`src/rtl/dapt_pkg.sv`:
```
// package: register map, reset values and field positions for the aux pwm timer
package dapt_pkg;
  localparam logic [11:0] DAPT_OFF_MODE = 12'h000;
  localparam logic [11:0] DAPT_OFF_PER0 = 12'h004;
  localparam logic [11:0] DAPT_OFF_PER1 = 12'h008;
  localparam logic [11:0] DAPT_OFF_ON0 = 12'h00C;
  localparam logic [11:0] DAPT_OFF_ON1 = 12'h010;
  localparam logic [11:0] DAPT_OFF_STAT = 12'h014;
  localparam int DAPT_MODE_INDEP_BIT = 8;
  localparam logic [15:0] DAPT_PER_RST = 16'hFFFF;
  localparam logic [15:0] DAPT_ON_RST = 16'h0000;
  localparam logic DAPT_MODE_RST = 1'b0;
  localparam int DAPT_TICK_DIV = 2;
endpackage

```
`src/rtl/dapt_tick_div.sv`:
```
// divider: one-cycle tick every DIV core clocks, restartable
module dapt_tick_div
  import dapt_pkg::*;
#(
  parameter int DIV = DAPT_TICK_DIV
) (
  input wire logic mclk,
  input wire logic sys_rst,
  input wire logic restart,
  output logic tick
);
  logic [7:0] cnt_q;
  logic [7:0] cnt_d;
  always_comb begin
    cnt_d = cnt_q + 8'h01;
    if (restart || cnt_q == 8'(DIV - 1)) begin
      cnt_d = 8'h00;
    end
  end
  always_ff @(posedge mclk or posedge sys_rst) begin
    if (sys_rst) begin
      cnt_q <= 8'h00;
    end else begin
      cnt_q <= cnt_d;
    end
  end
  assign tick = (cnt_q == 8'(DIV - 1)) && !restart;
endmodule

```
`src/rtl/dapt_channel.sv`:
```
// one pwm channel: period counter, latched on-time, output flop
module dapt_channel (
  input wire logic mclk,
  input wire logic sys_rst,
  input wire logic tick,
  input wire logic restart,
  input wire logic start_ext,
  input wire logic use_ext,
  input wire logic [15:0] period,
  input wire logic [15:0] on_time,
  output logic cycle_start,
  output logic pwm_out
);
  logic [15:0] cnt_q;
  logic [15:0] cnt_d;
  logic [16:0] on_q;
  logic [16:0] on_d;
  logic [16:0] hi_q;
  logic [16:0] hi_d;
  logic out_q;
  logic out_d;
  logic start;
  assign cycle_start = tick && (cnt_q == 16'h0000);
  assign start = use_ext ? start_ext : cycle_start;
  always_comb begin
    cnt_d = cnt_q;
    on_d = on_q;
    hi_d = hi_q;
    out_d = out_q;
    if (restart) begin
      cnt_d = 16'h0000;
      hi_d = 17'h00000;
      out_d = 1'b0;
    end else if (tick) begin
      cnt_d = (cnt_q >= period) ? 16'h0000 : cnt_q + 16'h0001;
      if (start) begin
        on_d = {1'b0, on_time};
        hi_d = (on_time == 16'h0000) ? 17'h00000 : {1'b0, on_time} - 17'h00001;
        out_d = (on_time != 16'h0000);
      end else if (hi_q != 17'h00000) begin
        hi_d = hi_q - 17'h00001;
      end else if (on_q <= {1'b0, period}) begin
        out_d = 1'b0;
      end
    end
  end
  always_ff @(posedge mclk or posedge sys_rst) begin
    if (sys_rst) begin
      cnt_q <= 16'h0000;
      on_q <= 17'h00000;
      hi_q <= 17'h00000;
      out_q <= 1'b0;
    end else begin
      cnt_q <= cnt_d;
      on_q <= on_d;
      hi_q <= hi_d;
      out_q <= out_d;
    end
  end
  assign pwm_out = out_q;
endmodule

```
`src/rtl/dapt_top.sv`:
```
// top: apb registers and two auxiliary pwm channels
module dapt_top
  import dapt_pkg::*;
(
  input wire logic mclk,
  input wire logic sys_rst,
  input wire logic psel,
  input wire logic penable,
  input wire logic pwrite,
  input wire logic [11:0] paddr,
  input wire logic [31:0] pwdata,
  output logic [31:0] prdata,
  output logic pready,
  output logic pslverr,
  output logic aux_output_zero,
  output logic aux_output_one
);
  logic [15:0] mode_q;
  logic [15:0] mode_d;
  logic [15:0] per0_q;
  logic [15:0] per0_d;
  logic [15:0] per1_q;
  logic [15:0] per1_d;
  logic [15:0] on0_q;
  logic [15:0] on0_d;
  logic [15:0] on1_q;
  logic [15:0] on1_d;
  logic [16:0] offs_q;
  logic [16:0] offs_d;
  logic offs_run_q;
  logic offs_run_d;
  logic [31:0] rd_q;
  logic [31:0] rd_d;
  logic restart_q;
  logic restart_d;
  logic wr;
  logic rd;
  logic mapped;
  logic indep;
  logic tick;
  logic start0;
  logic start1_ind;
  logic offs_hit;

  function automatic logic addr_ok(input logic [11:0] a);
    addr_ok = (a == DAPT_OFF_MODE) || (a == DAPT_OFF_PER0) || (a == DAPT_OFF_PER1) ||
              (a == DAPT_OFF_ON0) || (a == DAPT_OFF_ON1) || (a == DAPT_OFF_STAT);
  endfunction

  assign mapped = addr_ok(paddr);
  assign wr = psel && penable && pwrite && mapped;
  assign rd = psel && !penable && !pwrite;
  assign pready = 1'b1;
  assign pslverr = psel && penable && !mapped;
  assign indep = mode_q[DAPT_MODE_INDEP_BIT];

  always_comb begin
    mode_d = mode_q;
    per0_d = per0_q;
    per1_d = per1_q;
    on0_d = on0_q;
    on1_d = on1_q;
    restart_d = 1'b0;
    rd_d = rd_q;
    if (wr) begin
      unique case (paddr)
        DAPT_OFF_MODE: mode_d = pwdata[15:0];
        DAPT_OFF_PER0: begin
          per0_d = pwdata[15:0];
          restart_d = 1'b1;
        end
        DAPT_OFF_PER1: begin
          per1_d = pwdata[15:0];
          restart_d = 1'b1;
        end
        DAPT_OFF_ON0: on0_d = pwdata[15:0];
        DAPT_OFF_ON1: on1_d = pwdata[15:0];
        default: ;
      endcase
    end
    if (rd) begin
      rd_d = 32'h00000000;
      case (paddr)
        DAPT_OFF_MODE: rd_d[15:0] = mode_q;
        DAPT_OFF_PER0: rd_d[15:0] = per0_q;
        DAPT_OFF_PER1: rd_d[15:0] = per1_q;
        DAPT_OFF_ON0: rd_d[15:0] = on0_q;
        DAPT_OFF_ON1: rd_d[15:0] = on1_q;
        DAPT_OFF_STAT: rd_d[2:0] = {offs_run_q, aux_output_one, aux_output_zero};
        default: rd_d = 32'h00000000;
      endcase
    end
  end

  always_ff @(posedge mclk or posedge sys_rst) begin
    if (sys_rst) begin
      mode_q <= 16'(DAPT_MODE_RST) << DAPT_MODE_INDEP_BIT;
      per0_q <= DAPT_PER_RST;
      per1_q <= DAPT_PER_RST;
      on0_q <= DAPT_ON_RST;
      on1_q <= DAPT_ON_RST;
      restart_q <= 1'b0;
      rd_q <= 32'h00000000;
    end else begin
      mode_q <= mode_d;
      per0_q <= per0_d;
      per1_q <= per1_d;
      on0_q <= on0_d;
      on1_q <= on1_d;
      restart_q <= restart_d;
      rd_q <= rd_d;
    end
  end
  assign prdata = rd_q;

  // a mode change also restarts so the two channels realign
  logic mode_chg;
  assign mode_chg = wr && (paddr == DAPT_OFF_MODE) &&
                    (pwdata[DAPT_MODE_INDEP_BIT] != indep);

  dapt_tick_div #(
    .DIV(DAPT_TICK_DIV)
  ) u_div (
    .mclk(mclk),
    .sys_rst(sys_rst),
    .restart(restart_q || mode_chg),
    .tick(tick)
  );

  // offset delay: counts per1+1 ticks from output zero's cycle start
  assign offs_hit = offs_run_q && tick && (offs_q == 17'h00000);
  always_comb begin
    offs_d = offs_q;
    offs_run_d = offs_run_q;
    if (restart_q || mode_chg || indep) begin
      offs_run_d = 1'b0;
      offs_d = 17'h00000;
    end else if (tick) begin
      if (start0) begin
        offs_run_d = 1'b1;
        offs_d = {1'b0, per1_q};
      end else if (offs_hit) begin
        offs_run_d = 1'b0;
      end else if (offs_run_q) begin
        offs_d = offs_q - 17'h00001;
      end
    end
  end
  always_ff @(posedge mclk or posedge sys_rst) begin
    if (sys_rst) begin
      offs_q <= 17'h00000;
      offs_run_q <= 1'b0;
    end else begin
      offs_q <= offs_d;
      offs_run_q <= offs_run_d;
    end
  end

  dapt_channel u_ch0 (
    .mclk(mclk),
    .sys_rst(sys_rst),
    .tick(tick),
    .restart(restart_q || mode_chg),
    .start_ext(1'b0),
    .use_ext(1'b0),
    .period(per0_q),
    .on_time(on0_q),
    .cycle_start(start0),
    .pwm_out(aux_output_zero)
  );

  dapt_channel u_ch1 (
    .mclk(mclk),
    .sys_rst(sys_rst),
    .tick(tick),
    .restart(restart_q || mode_chg),
    .start_ext(offs_hit),
    .use_ext(!indep),
    .period(indep ? per1_q : per0_q),
    .on_time(on1_q),
    .cycle_start(start1_ind),
    .pwm_out(aux_output_one)
  );
endmodule

```
`config.mk`:
```
export PLATFORM = sky130hd
export DESIGN_NAME = dapt_top
export DESIGN_NICKNAME = d
export VERILOG_FILES = /design/src/rtl/dapt_pkg.sv /design/src/rtl/dapt_tick_div.sv /design/src/rtl/dapt_channel.sv /design/src/rtl/dapt_top.sv
export SDC_FILE = /design/constraint.sdc
export NUM_CORES = 1
export LEC_CHECK = 0
export ABC_CLOCK_PERIOD_IN_PS = 9030
export BUFFER_PORTS_ARGS = -buffer_cell sky130_fd_sc_hd__buf_2
export CAP_MARGIN = 40
export CORE_ASPECT_RATIO = 1.1
export CORE_MARGIN = 3
export CORE_UTILIZATION = 32
export CTS_CLUSTER_SIZE = 8
export DETAILED_ROUTE_END_ITERATION = 16
export PLACE_DENSITY = 0.56
export SETUP_SLACK_MARGIN = 0.2
export SYNTH_ARGS = -nofsm -noshare
export SYNTH_HDL_FRONTEND = slang
export SYNTH_SLANG_ARGS = --single-unit
export TNS_END_PERCENT = 20
```
`constraint.sdc`:
```
create_clock -name mclk -period 9.03 [get_ports mclk]
set_input_delay 1.806 -clock mclk [delete_from_list [all_inputs] [get_ports mclk]]
set_output_delay 1.806 -clock mclk [all_outputs]
set_load 0.005 [all_outputs]
```
# --- Yosys cells after proc, flatten, opt, wreduce, memory -nomap -nowiden ---
# Index checks and enable logic that the tools add are counted.
word_totals:
  register_bits: 223
  in_bits: 49
  wordCells: 140
classes:
  add_sub_neg: 8
  magnitude_cmp: 4
  eq_ne: 10
  mux: 42
  n_bitwise: 1
  n_reduce_logical: 57
ops:
  columns: ["operator", "count"]
  rows:
  - ["17-bit 2-to-1 mux", 15]
  - ["16-bit 2-to-1 mux", 7]
  - ["13-bit case mux with 5 select lines", 1]
  - ["16-bit zero test", 4]
  - ["17-bit by 1-bit subtractor with 17-bit output (second input constant)", 3]
  - ["17-bit nonzero test", 2]
  - ["16-bit by 1-bit subtractor with 17-bit output (second input constant)", 2]
  - ["16-bit by 1-bit adder with 16-bit output (second input constant)", 2]
  - ["16-bit >= comparator", 2]
  - ["16-bit <= comparator", 2]
  - ["16-bit nonzero test", 2]
  - ["12-bit by 4-bit == test with 1-bit output (second input constant)", 2]
  - ["12-bit by 5-bit == test with 1-bit output (second input constant)", 2]
  - ["3-bit case mux with 6 select lines", 1]
  - ["3-bit nonzero test", 6]
  - ["17-bit zero test", 1]
  - ["1-bit 2-to-1 mux", 17]
  - ["2-bit AND reduction", 8]
  - ["3-bit AND reduction", 5]
  - ["1-bit logical AND", 13]
  - ["12-bit by 3-bit == test with 1-bit output (second input constant)", 1]
  - ["12-bit zero test", 1]
  - ["8-bit by 1-bit adder with 8-bit output (second input constant)", 1]
  - ["8-bit by 1-bit == test with 1-bit output (second input constant)", 1]
  - ["other kinds (9)", 21]

# --- Logic depth before layout (Yosys ltp) ---
# Gate-level depths: netlist of the first run.
depth:
  ltp_word: 18
  mapped_depth: 13

# --- By module ---
# Synthesis of the first run repeated with hierarchy kept, for this count alone.
unflattened:
  cells_unflattened: 1404
  area_unflattened_um2: 13790.7
modules_own_cells:
  columns: ["module", "instances", "cells_each", "area_per_inst_um2"]
  rows:
  - ["dapt_channel", 2, 428, 3753.6]
  - ["dapt_top", 1, 507, 5883.1]
  - ["dapt_tick_div", 1, 41, 400.4]

# --- Worst setup path before layout of the first run ---
# OpenSTA, ideal clock, no wires.
synth_timing:
  path_kind: "input to output"
  startpoint: "input paddr[7]"
  endpoint: "output pslverr"
  t_arrival_ns: 2.880
  required_time_ns: 7.224
  setup_slack_ns: 4.344
  path_stages: 5
  n_path_buf: 1
  path_cell_list: "nor4_1 > nand3_1 > clkbuf_1 > a21o_1 > and3_1"
synth_between:
  elab_chain_len: 8
  elab_cells_between_ends: 13
  classes_between: "eq/ne: 5; reduce/logical: 8"
synth_lines:
  columns: ["element", "line_no", "rtl"]
  rows:
  - ["from (decl)", "dapt_top.sv:10", "input wire logic [11:0] paddr,"]
  - ["12-bit by 3-bit == test with 1-bit output or 12-bit zero test (tied branches)", "dapt_top.sv:46", "addr_ok = (a == DAPT_OFF_MODE) || (a == DAPT_OFF_PER0) || (a == DAPT_OFF_PER1) ||"]
  - ["1-bit logical OR (3 in a row)", "dapt_top.sv:46", null]
  - ["1-bit logical OR", "dapt_top.sv:47", "(a == DAPT_OFF_ON0) || (a == DAPT_OFF_ON1) || (a == DAPT_OFF_STAT);"]
  - ["1-bit logical OR *", "dapt_top.sv:47", null]
  - ["1-bit zero test *", "dapt_top.sv:54", "assign pslverr = psel && penable && !mapped;"]
  - ["1-bit logical AND *", "dapt_top.sv:54", null]
  - ["to (decl)", "dapt_top.sv:14", "output logic pslverr,"]
# Mark *: on every way between the ends. The rest lies on a longest branch, timed or not.

# --- Worst setup path in the final report of the first run ---
# Ends and elaborated chain as after synthesis.

==> summary.txt, run 1 <==
Drt
  – Post-DRT Antenna Nets: 0
  – Initial DRC Count: approximately 880
  – DR vias: approximately 11k
  – Routed wire length: roughly 41000 um
  – DRC: 0
  – Drt via density: 5.52
  – DRT Pass-1 Iters: 5
  – DR WL/cell: ~20 um

Outcome
  – Status: completed

Synth
  – Simple-gate share of the synthesized area: 0.196
  – Largest family of logic cells by synthesized area: simple AND/OR/NAND/NOR gates
  – Count of cell types in the netlist: 69
  – Compound-gate portion of the synthesized area: 0.164
  – Avg Cell Area, Syn: between 9 and 10 sq um
  – Synth Flop Type: dfrtp_1
  – Synth warn: 0
  – Synth Cell Area: approximately 13000 sq um
  – Register bit total from synthesis: roughly 220
  – Post-synth EDFFs: 0
  – Synth area leaders: dfrtp_1, ha_1, dfstp_2
  – Proportion of synthesized area in mux cells: 0.0770
  – Async set or reset register ratio after synthesis: 1.00
  – Mapped Cells: around 1.4k
  – Synth Area in Adders: 0.0725
  – Commonest cells post-synth: dfrtp_1, nand2_1, nor2_1, o21ai_0, ha_1
  – Post-synthesis xor/xnor area fraction: 0.0250
  – Sequential-to-total area share from yosys stat: 0.423
  – Largest area contributor in the netlist: dfrtp_1
  – Synth top area share: 0.359

Clock tree
  – # resized after CTS: 0
  – Setup bufs post-CTS: 0
  – TritonCTS Buffers: 34
  – Clock Tree Root: clkbuf_16
  – CTS tree: done
  – H-tree level count: 2
  – CTS sink cnt: approximately 220
  – Clock Path Buffers: 3
  – Worst-path clk slew: ~0.05 ns
  – Clock latency at the later pin of the worst-skew pair: 0.52 ns
  – Post-CTS Hold Fix Bufs: 0

Power
  – Sw Ratio: 0.345
  – Leak: just over 0.007 uW
  – Clock power frac: 0.361
  – Power share of the sequential group: 0.372
  – Pwr dens: between 200 and 250 nW/um^2
  – Total power: roughly 3300 uW
  – NetSw: between 1000 and 1500 uW
  – VDD IR-drop max: about 140 uV
  – Internal: between 2000 and 2500 uW
  – Gate power share: 0.267

Timing
  – Setup Skew: 0.0216 ns
  – Max-slew headroom: 0.415
  – Final setup fails: 0
  – Final slew viol count: 0
  – RSZ-0062 raised after global routing: no
  – Fin crit share: 0.588
  – TNS Setup: 0 ns
  – Least-Margin Pin Slew: between 0.8 and 0.9 ns
  – F_max: roughly 0.19 GHz
  – Worst setup margin: ~3.7 ns
  – Final Hold Vio Count: 0
  – Minimum clock period: 5.31 ns

Setup path
  – CP max FO: 15
  – Arr. time, crit path: 3.50 ns
  – Crit Path Class: in2out
  – Type of destination of the critical path: output port
  – Top delay family on crit path: simple AND/OR/NAND/NOR gates
  – WP buf/inv: 2
  – Critical path's slowest cell: nand3_1
  – Slowest stage delay, CP: 0.62 ns
  – Data required time at the worst endpoint: ~7.2 ns
  – Most used cell, CP: buf_2
  – Startpoint types: primary input
  – Crit-path cells: buf_2, nor4_1, nand3_1, a21o_1, and3_1, buf_2

Floorplanning
  – Die X: approximately 200 um
  – Io pins: 85
  – Row Count: a little under 80
  – Starting Density: 0.327
  – Die Ht: approximately 220 um
  – Core ar.: roughly 40000 sq um
  – Die Area: about 44000 sq um

Placement
  – Port Buffer Count: between 50 and 60
  – Final GP Congestion: 0.862
  – Post-Place Worst Slack: approximately 3.5 ns
  – Post-DP Area: 14200 sq um
  – DP HPWL: around 30000 um

GRT
  – Global-route wire length before repair: between 60000 and 70000 um
  – Initial antenna violation count: 0
  – Pin count of the biggest net entering global routing: about 90
  – Overflow after GRT: 0
  – Vias in the first global route: 11.2k
  – GRT Total Usage: 0.184

Layout
  – Cell area after layout: 15200 sq um
  – Ant. Diodes: 0
  – Layout Area Growth over Synthesis: 14.2%
  – Layout cells sized above 1: 0.159
  – Layout net count: 1608

Worst hold path
  – Tightest Hold Check Type: reg2reg

Job
  – Max_cap viols: 0
-- layout by cell type (no fill, tap or decap), types with 34 or more instances in the layout --
cell type / synthesis / routed
inv_1: 43 / 42
buf_2: 4 / 51
mux2_2: 66 / 66
nor2_1: 111 / 110
nand2_1: 191 / 191
dfrtp_1: 191 / 191
a21oi_1: 70 / 69
nor3_1: 45 / 41
clkbuf_16: 0 / 34
ha_1: 77 / 77
nand3_1: 42 / 42
o21ai_0: 111 / 111
-- final cells by class --
class	instances	area [sq um]
multi-input cells	1105	7230
clock inverters	4	41.3
repair buffers	75	503
fillers	4152	25500
flip-flops and latches	223	5620
clock buffers	56	933
inverters	43	169
well taps	553	692
-- final timing paths --
path                                     start         endpoint  slack (ns)  cells past startpoint
worst max-delay path                  paddr[7]          pslverr        3.72                      6
worst min-delay path             u_ch1.on_q[3]    u_ch1.on_q[3]        0.47                      2
worst max register to register  u_div.cnt_q[5]  u_ch0.cnt_q[14]        4.58                      7
worst min register to register   u_ch1.on_q[3]    u_ch1.on_q[3]        0.47                      2
max in group asynchronous              sys_rst       per0_q[12]        6.41                      4
min in group asynchronous              sys_rst        prdata[2]        1.38                      2
-- sequential cells by signal (all words and copies together) (netlist names) --
register / count
per0_q: 16
offs_q: 17
u_ch1.pwm_out: 1
u_ch0.hi_q: 17
u_ch1.on_q: 16
on0_q: 16
on1_q: 16
offs_run_q: 1
u_ch0.on_q: 16
u_ch1.hi_q: 17
prdata: 16
u_ch0.cnt_q: 16
mode_q: 16
per1_q: 16
u_div.cnt_q: 8
u_ch0.pwm_out: 1
restart_q: 1
u_ch1.cnt_q: 16
-- metrics by stage --
stage | utilization | cells | hold slack (ns)
2_1_floorplan | - | 1457 | 0.443
3_3_place_gp | 0.347 | 1992 | 0.456
3_5_place_dp | 0.350 | 1999 | 0.463
4_1_cts | 0.374 | 2059 | 0.474
5_1_grt | 0.374 | 2059 | 0.504
6_report | 0.374 | 2059 | 0.469
-- layer usage --
layer / GRT usage / part of all wire / routed length, um
met1: 0.240 / 0.44 / 18300
met2: 0.315 / 0.47 / 19400
met3: 0.0273 / 0.049 / 2020
met4: 0.0616 / 0.035 / 1450
met5: 0 / 0 / 0
-- power groups by stage --
stage,Clock (uW),Sequential (uW),Combinational (uW)
floorplan,0,1190,655
global placement,0,1220,851
detailed placement,0,1230,866
CTS,1200,1210,870
global route,1250,1230,988
finish,1180,1220,873
-- cells by family after synthesis --
family / count (synthesis)
compound gates: 342
xor+xnor: 38
fa+ha+maj: 77
buf+inv: 129
flops: 223
mux: 94
other cells: 2
simple gates: 537
-- tightest hold or removal path, stage by stage (launching register included) --
cell and delay (ns):
dfrtp_1 0.34, nand2_1 0.05, nand2_1 0.05
No activity file was read; power rests on OpenSTA's default activity.
==> inputs of run 2 (changes only) <==
--- a/config.mk
+++ b/config.mk
@@ -5,7 +5,7 @@
 export SDC_FILE = /design/constraint.sdc
 export NUM_CORES = 1
 export LEC_CHECK = 0
-export ABC_CLOCK_PERIOD_IN_PS = 9030
+export ABC_CLOCK_PERIOD_IN_PS = 4900
 export BUFFER_PORTS_ARGS = -buffer_cell sky130_fd_sc_hd__buf_2
 export CAP_MARGIN = 40
 export CORE_ASPECT_RATIO = 1.1
==> constraint.sdc (replaced) <==
create_clock -name mclk -period 4.9 [get_ports mclk]
set_input_delay 0.98 -clock mclk [delete_from_list [all_inputs] [get_ports mclk]]
set_output_delay 0.98 -clock mclk [all_outputs]
set_load 0.005 [all_outputs]
==> summary.txt, run 2 (synthesis gave the netlist of run 1 again) <==
Timing
  – Worst setup margin: 1.52 ns
  – TNS Setup: 0 ns
  – Max-slew headroom: 0.268
  – Final setup fails: 0
  – Least-Margin Pin Slew: between 1 and 1.5 ns
  – Final slew viol count: 0
  – RSZ-0062 raised after global routing: no
  – Fin crit share: 0.689
  – Setup Skew: roughly 0.015 ns
  – Minimum clock period: ~3.4 ns
  – F_max: 0.296 GHz
  – Final Hold Vio Count: 0
  – Hold_ws: roughly 0.47 ns

Layout
  – Layout cells sized above 1: 0.159
  – Largest registers: offs_q x17, u_ch0.hi_q x17, u_ch1.hi_q x17
  – Final core occ: 0.371
  – Ant. Diodes: 0
  – Layout Area Growth over Synthesis: 13.4%
  – Layout fillers: 4240
  – Multi-input logic area: a little over 7000 sq um
  – Layout net count: between 1.5k and 2k
  – Most frequent cells in the layout: nand2_1, dfrtp_1, o21ai_0, nor2_1, ha_1
  – Seq. cell area: 5620 sq um
  – Filler-free cell count of the finished design: 2062

Drt
  – Drt via density: approximately 5.5
  – WL met1: around 18000 um
  – Initial DRC Count: between 900 and 1k
  – WL met2: slightly below 20000 um
  – DRC: 0
  – DR vias: around 11k
  – DRT Pass-1 Iters: 5
  – Post-DRT Antenna Nets: 0
  – Routed wire length: roughly 40000 um
  – DR WL met3: about 1900 um
  – DR WL/cell: about 20 um
  – Topmost layer with routed signal wires: met4

Setup path
  – FF-to-FF path depth: 10
  – Crit Path Class: reg2reg
  – Type of destination of the critical path: register
  – CP max FO: 27
  – Arr. time, crit path: 3.85 ns
  – Startpoint types: register
  – Data required time at the worst endpoint: 5.37 ns

Clock tree
  – Setup bufs post-CTS: 0
  – Clock Tree Root: clkbuf_16
  – Clock latency at the later pin of the worst-skew pair: 0.56 ns
  – CTS tree: done
  – CTS sink cnt: 223
  – TritonCTS Buffers: 31
  – # resized after CTS: 0
  – Worst-path clk slew: 0.06 ns
  – Clock Path Buffers: 3
  – Post-CTS Hold Fix Bufs: 0
  – H-tree level count: 1

Floorplanning
  – Io pins: 85
  – Die X: around 200 um
  – Row Count: between 70 and 80
  – Core ar.: between 40000 and 50000 sq um
  – Die Area: 44000 sq um
  – Die Ht: ~220 um
  – Starting Density: 0.327

GRT
  – Vias in the first global route: between 10k and 15k
  – GRT Total Usage: 0.183
  – Global-route wire length before repair: approximately 64000 um
  – Pin count of the biggest net entering global routing: 189
  – Overflow after GRT: 0
  – Initial antenna violation count: 0

Power
  – Leak: ~0.0072 uW
  – Pwr dens: just under 400 nW/um^2
  – VDD IR-drop max: approximately 270 uV

Placement
  – Dpl cells: between 2k and 2.5k
  – DP HPWL: between 20000 and 30000 um
  – Post-Place Worst Slack: roughly 1.3 ns
  – Final GP Congestion: 0.894
  – Port Buffer Count: 51

Outcome
  – Status: completed

Worst hold path
  – Tightest Hold Check Type: reg2reg
  – Hold path depth: 2

Job
  – Max_cap viols: 0
## run 2: critical path: stages (launching register included)
cell and delay [ns]:
dfrtp_1 0.42, inv_1 0.08, ha_1 0.15, or4b_1 0.58, or2_1 0.40, o31ai_4 0.43, or4b_1 0.50, buf_4 0.25
nor3_1 0.31, nor2_1 0.07, o21ai_1 0.11
## run 2: through the flow
step	power (uW)	instance area, sq um
2_1_floorplan	3410	13400
3_3_place_gp	3840	14200
3_5_place_dp	3860	14200
4_1_cts	5870	15100
5_1_grt	6200	15100
6_report	5830	15100
## run 2: metal layers
| layer | track usage | up-vias |
|---|---|---|
| met4 | 0.0525 | 0 |
| met1 | 0.245 | 5597 |
| met2 | 0.318 | 293 |
| met5 | 0 | - |
| li1 | - | 5347 |
| met3 | 0.0189 | 77 |
## run 2: power breakdown
part           leakage [uW]  internal (uW)  switching (uW)
clock              0.000415           1170             807
sequential          0.00288           2030             207
combinational       0.00390            620             988
total               0.00719           3830            2000
## run 2: final cells by class
type,instances,share of cell area
clock inverter,1,0.000581
multi-input combinational,1105,0.479
timing repair buffer,82,0.0337
clock buffer,55,0.0574
inverter,43,0.0110
tap,553,0.0459
sequential,223,0.373
## run 2: worst paths after layout
check	startpoint	end	slack, ns
max	offs_q[0]	u_ch1.hi_q[4]	1.52
min	u_ch1.on_q[3]	u_ch1.on_q[3]	0.47
max reg2reg	offs_q[0]	u_ch1.hi_q[4]	1.52
min reg2reg	u_ch1.on_q[3]	u_ch1.on_q[3]	0.47
max in group asynchronous	sys_rst	u_ch0.hi_q[8]	3.38
min in group asynchronous	sys_rst	u_ch1.cnt_q[6]	0.60
==> inputs of run 3 (changes only) <==
--- a/config.mk
+++ b/config.mk
@@ -5,7 +5,8 @@
 export SDC_FILE = /design/constraint.sdc
 export NUM_CORES = 1
 export LEC_CHECK = 0
-export ABC_CLOCK_PERIOD_IN_PS = 4900
+export ABC_AREA = 1
+export ABC_CLOCK_PERIOD_IN_PS = 3100
 export BUFFER_PORTS_ARGS = -buffer_cell sky130_fd_sc_hd__buf_2
 export CAP_MARGIN = 40
 export CORE_ASPECT_RATIO = 1.1
@@ -13,7 +14,7 @@
 export CORE_UTILIZATION = 32
 export CTS_CLUSTER_SIZE = 8
 export DETAILED_ROUTE_END_ITERATION = 16
-export PLACE_DENSITY = 0.56
+export PLACE_DENSITY = 0.58
 export SETUP_SLACK_MARGIN = 0.2
 export SYNTH_ARGS = -nofsm -noshare
 export SYNTH_HDL_FRONTEND = slang
==> constraint.sdc (replaced) <==
create_clock -name mclk -period 3.1 [get_ports mclk]
set_input_delay 0.62 -clock mclk [delete_from_list [all_inputs] [get_ports mclk]]
set_output_delay 0.62 -clock mclk [all_outputs]
set_load 0.005 [all_outputs]
==> summary.txt, run 3 <==
Job
  – Max_cap viols: 0

Setup path
  – Startpoint types: register
  – Data required time at the worst endpoint: roughly 3.6 ns
  – Type of destination of the critical path: register
  – Worst R2R End: u_ch1.hi_q[3]
  – Arr. time, crit path: around 3.1 ns
  – Worst r2r src: offs_q[0]
  – FF-to-FF path depth: 16
  – CP max FO: 19
  – Crit Path Class: reg2reg
  – Critical Path Sink: u_ch1.hi_q[3]
  – Flop-to-flop setup slack: ~0.48 ns
  – Crit path launch: offs_q[0]

Clock tree
  – CTS tree: done
  – Clock Path Buffers: 3
  – Worst-path clk slew: about 0.050 ns
  – Clock Tree Root: clkbuf_16
  – H-tree level count: 1
  – CTS sink cnt: roughly 220
  – Clock latency at the later pin of the worst-skew pair: a little under 0.6 ns
  – TritonCTS Buffers: 31

Drt
  – DR vias: 12.6k
  – DR WL/cell: between 15 and 20 um
  – DRT Pass-1 Iters: 6
  – DRC: 0
  – Routed wire length: approximately 43000 um
  – Drt via density: 4.98
  – Post-DRT Antenna Nets: 0
  – Initial DRC Count: slightly below 1k

Layout
  – Cell area after layout: 16000 sq um
  – Multi-input logic area: ~7300 sq um
  – Largest registers: offs_q x17, u_ch0.hi_q x17, u_ch1.hi_q x17
  – Most common cell after layout, fill and taps aside: nand2_1
  – Layout Area Growth over Synthesis: 13.0%
  – Seq. cell area: 5620 sq um
  – Layout cells sized above 1: 0.106
  – Layout net count: about 2k
  – Ant. Diodes: 0
  – Layout fillers: around 4.6k
  – Most frequent cells in the layout: nand2_1, dfrtp_1, inv_1, nand3_1, o21ai_0

Timing
  – Final Hold Vio Count: 0
  – Minimum clock period: 2.62 ns
  – Worst setup margin: about 0.48 ns
  – Hold_ws: 0.323 ns
  – Max-slew headroom: 0.529
  – Final slew viol count: 0
  – Setup Skew: between 0.02 and 0.025 ns
  – RSZ-0062 raised after global routing: no
  – Least-Margin Pin Slew: a little over 0.7 ns
  – F_max: between 0.3 and 0.4 GHz
  – Final setup fails: 0
  – Fin crit share: 0.845

Synth
  – Async set or reset register ratio after synthesis: 1.00
  – Synth warn: 0
  – Synth top area share: 0.338
  – Mapped Cells: 1875
  – Sequential-to-total area share from yosys stat: 0.397
  – Largest area contributor in the netlist: dfrtp_1
  – Synth Cell Area: ~14000 sq um
  – Most common cell in the netlist: nand2_1
  – Register bit total from synthesis: about 220
  – Synth area leaders: dfrtp_1, nand2_1, ha_1
  – Avg Cell Area, Syn: 7.54 sq um
  – Post-synth EDFFs: 0
  – Count of cell types in the netlist: 49
  – Synth Flop Type: dfrtp_1
  – Commonest cells post-synth: nand2_1, dfrtp_1, inv_1

Placement
  – DP HPWL: roughly 32000 um
  – Post-DP Area: 15100 sq um
  – Post-Place Worst Slack: 0.126 ns
  – Port Buffer Count: ~50
  – Final GP Congestion: 0.898

Power
  – Gate power share: 0.028
  – Internal: about 4800 uW
  – VDD IR-drop max: 441 uV
  – Sw Ratio: 0.236
  – Leak: between 0.007 and 0.008 uW
  – Power share of the sequential group: 0.463
  – Clock power frac: 0.509
  – NetSw: roughly 1500 uW
  – Pwr dens: 396 nW/um^2

GRT
  – Initial antenna violation count: 0
  – Pin count of the biggest net entering global routing: 85
  – Global-route wire length before repair: between 60000 and 70000 um
  – Vias in the first global route: between 10k and 15k
  – Overflow after GRT: 0
  – GRT Total Usage: 0.182

Worst hold path
  – Tightest Hold Check Type: in2reg

Floorplanning
  – Die X: roughly 210 um
  – Die Area: 46800 sq um
  – Io pins: 85
  – Starting Density: 0.325
  – Core ar.: approximately 44000 sq um
  – Row Count: 80
  – Die Ht: 227 um

Outcome
  – Status: completed
-- run 3: cell count changes in the layout (fill, tap and decap cells not counted), moves of 31 or more --
cell | previous run | this run
inv_1 | 42 | 187
o22ai_1 | 6 | 47
mux2_2 | 66 | 0
nand2_1 | 191 | 506
nand3_1 | 42 | 153
o21ai_0 | 111 | 142
-- run 3: power groups by stage --
stage / Combinational (uW) / Clock, uW / Sequential (uW)
6_report: 176 / 3220 / 2930
5_1_grt: 196 / 3410 / 2930
3_5_place_dp: 177 / 0 / 2980
2_1_floorplan: 95.8 / 0 / 2980
4_1_cts: 180 / 3290 / 2930
3_3_place_gp: 177 / 0 / 2980
-- run 3: timing repair --
item	CTS	global route
resized for setup	0	0
hold buffers	1	0
endpoints found under the hold margin	5	0
setup buffers	0	0
-- run 3: worst min-delay path by stage --
stage,cells past startpoint,startpoint,end
global placement,2,u_ch1.hi_q[0],u_ch1.hi_q[0]
floorplan,2,u_ch1.hi_q[0],u_ch1.hi_q[0]
finish,3,pwdata[4],on0_q[4]
global route,3,pwdata[0],on0_q[0]
CTS,3,pwdata[0],on0_q[0]
detailed placement,2,prdata[12],prdata[12]
-- run 3: cells by family after synthesis --
family	count (synthesis)	synth area share
compound gates	308	0.123
fa+ha+maj	77	0.0681
other cells	2	0.000531
flops	223	0.397
simple gates	910	0.281
xor+xnor	68	0.0421
buf+inv	287	0.0874
-- run 3: critical path, stage by stage (launching register included) --
cell and delay (ns):
dfrtp_1 0.41, inv_1 0.09, ha_1 0.20, nand2_1 0.11, nor2_2 0.20, nand3_2 0.14
inv_2 0.09, nand3_2 0.09, nor2_2 0.14, nand3_1 0.18, nand2_1 0.22, inv_2 0.09
nor2_8 0.23, nand3_1 0.15, nand2_1 0.11, nand2_1 0.05, nand2_1 0.07
-- run 3: through the flow --
step | utilization | instances | TNS (ns) | total power, uW
finish | 0.367 | 2532 | 0 | 6330
global route | 0.367 | 2532 | 0 | 6530
CTS | 0.367 | 2532 | 0 | 6400
detailed placement | 0.347 | 2474 | 0 | 3160
global placement | 0.347 | 2474 | 0 | 3160
floorplan | - | 1890 | -77.15 | 3070
-- run 3: cell type report --
class                      count  area share
multi-input combinational   1380       0.460
clock buffer                  56      0.0544
tap                          574      0.0449
timing repair buffer          93      0.0398
sequential                   223       0.352
clock inverter                 1     0.00125
inverter                     205      0.0487
-- run 3: metal layers --
metal	routed length (um)	GRT usage
met1	18800	0.240
met2	20200	0.308
met3	2020	0.0197
met4	1660	0.0707
met5	0	0
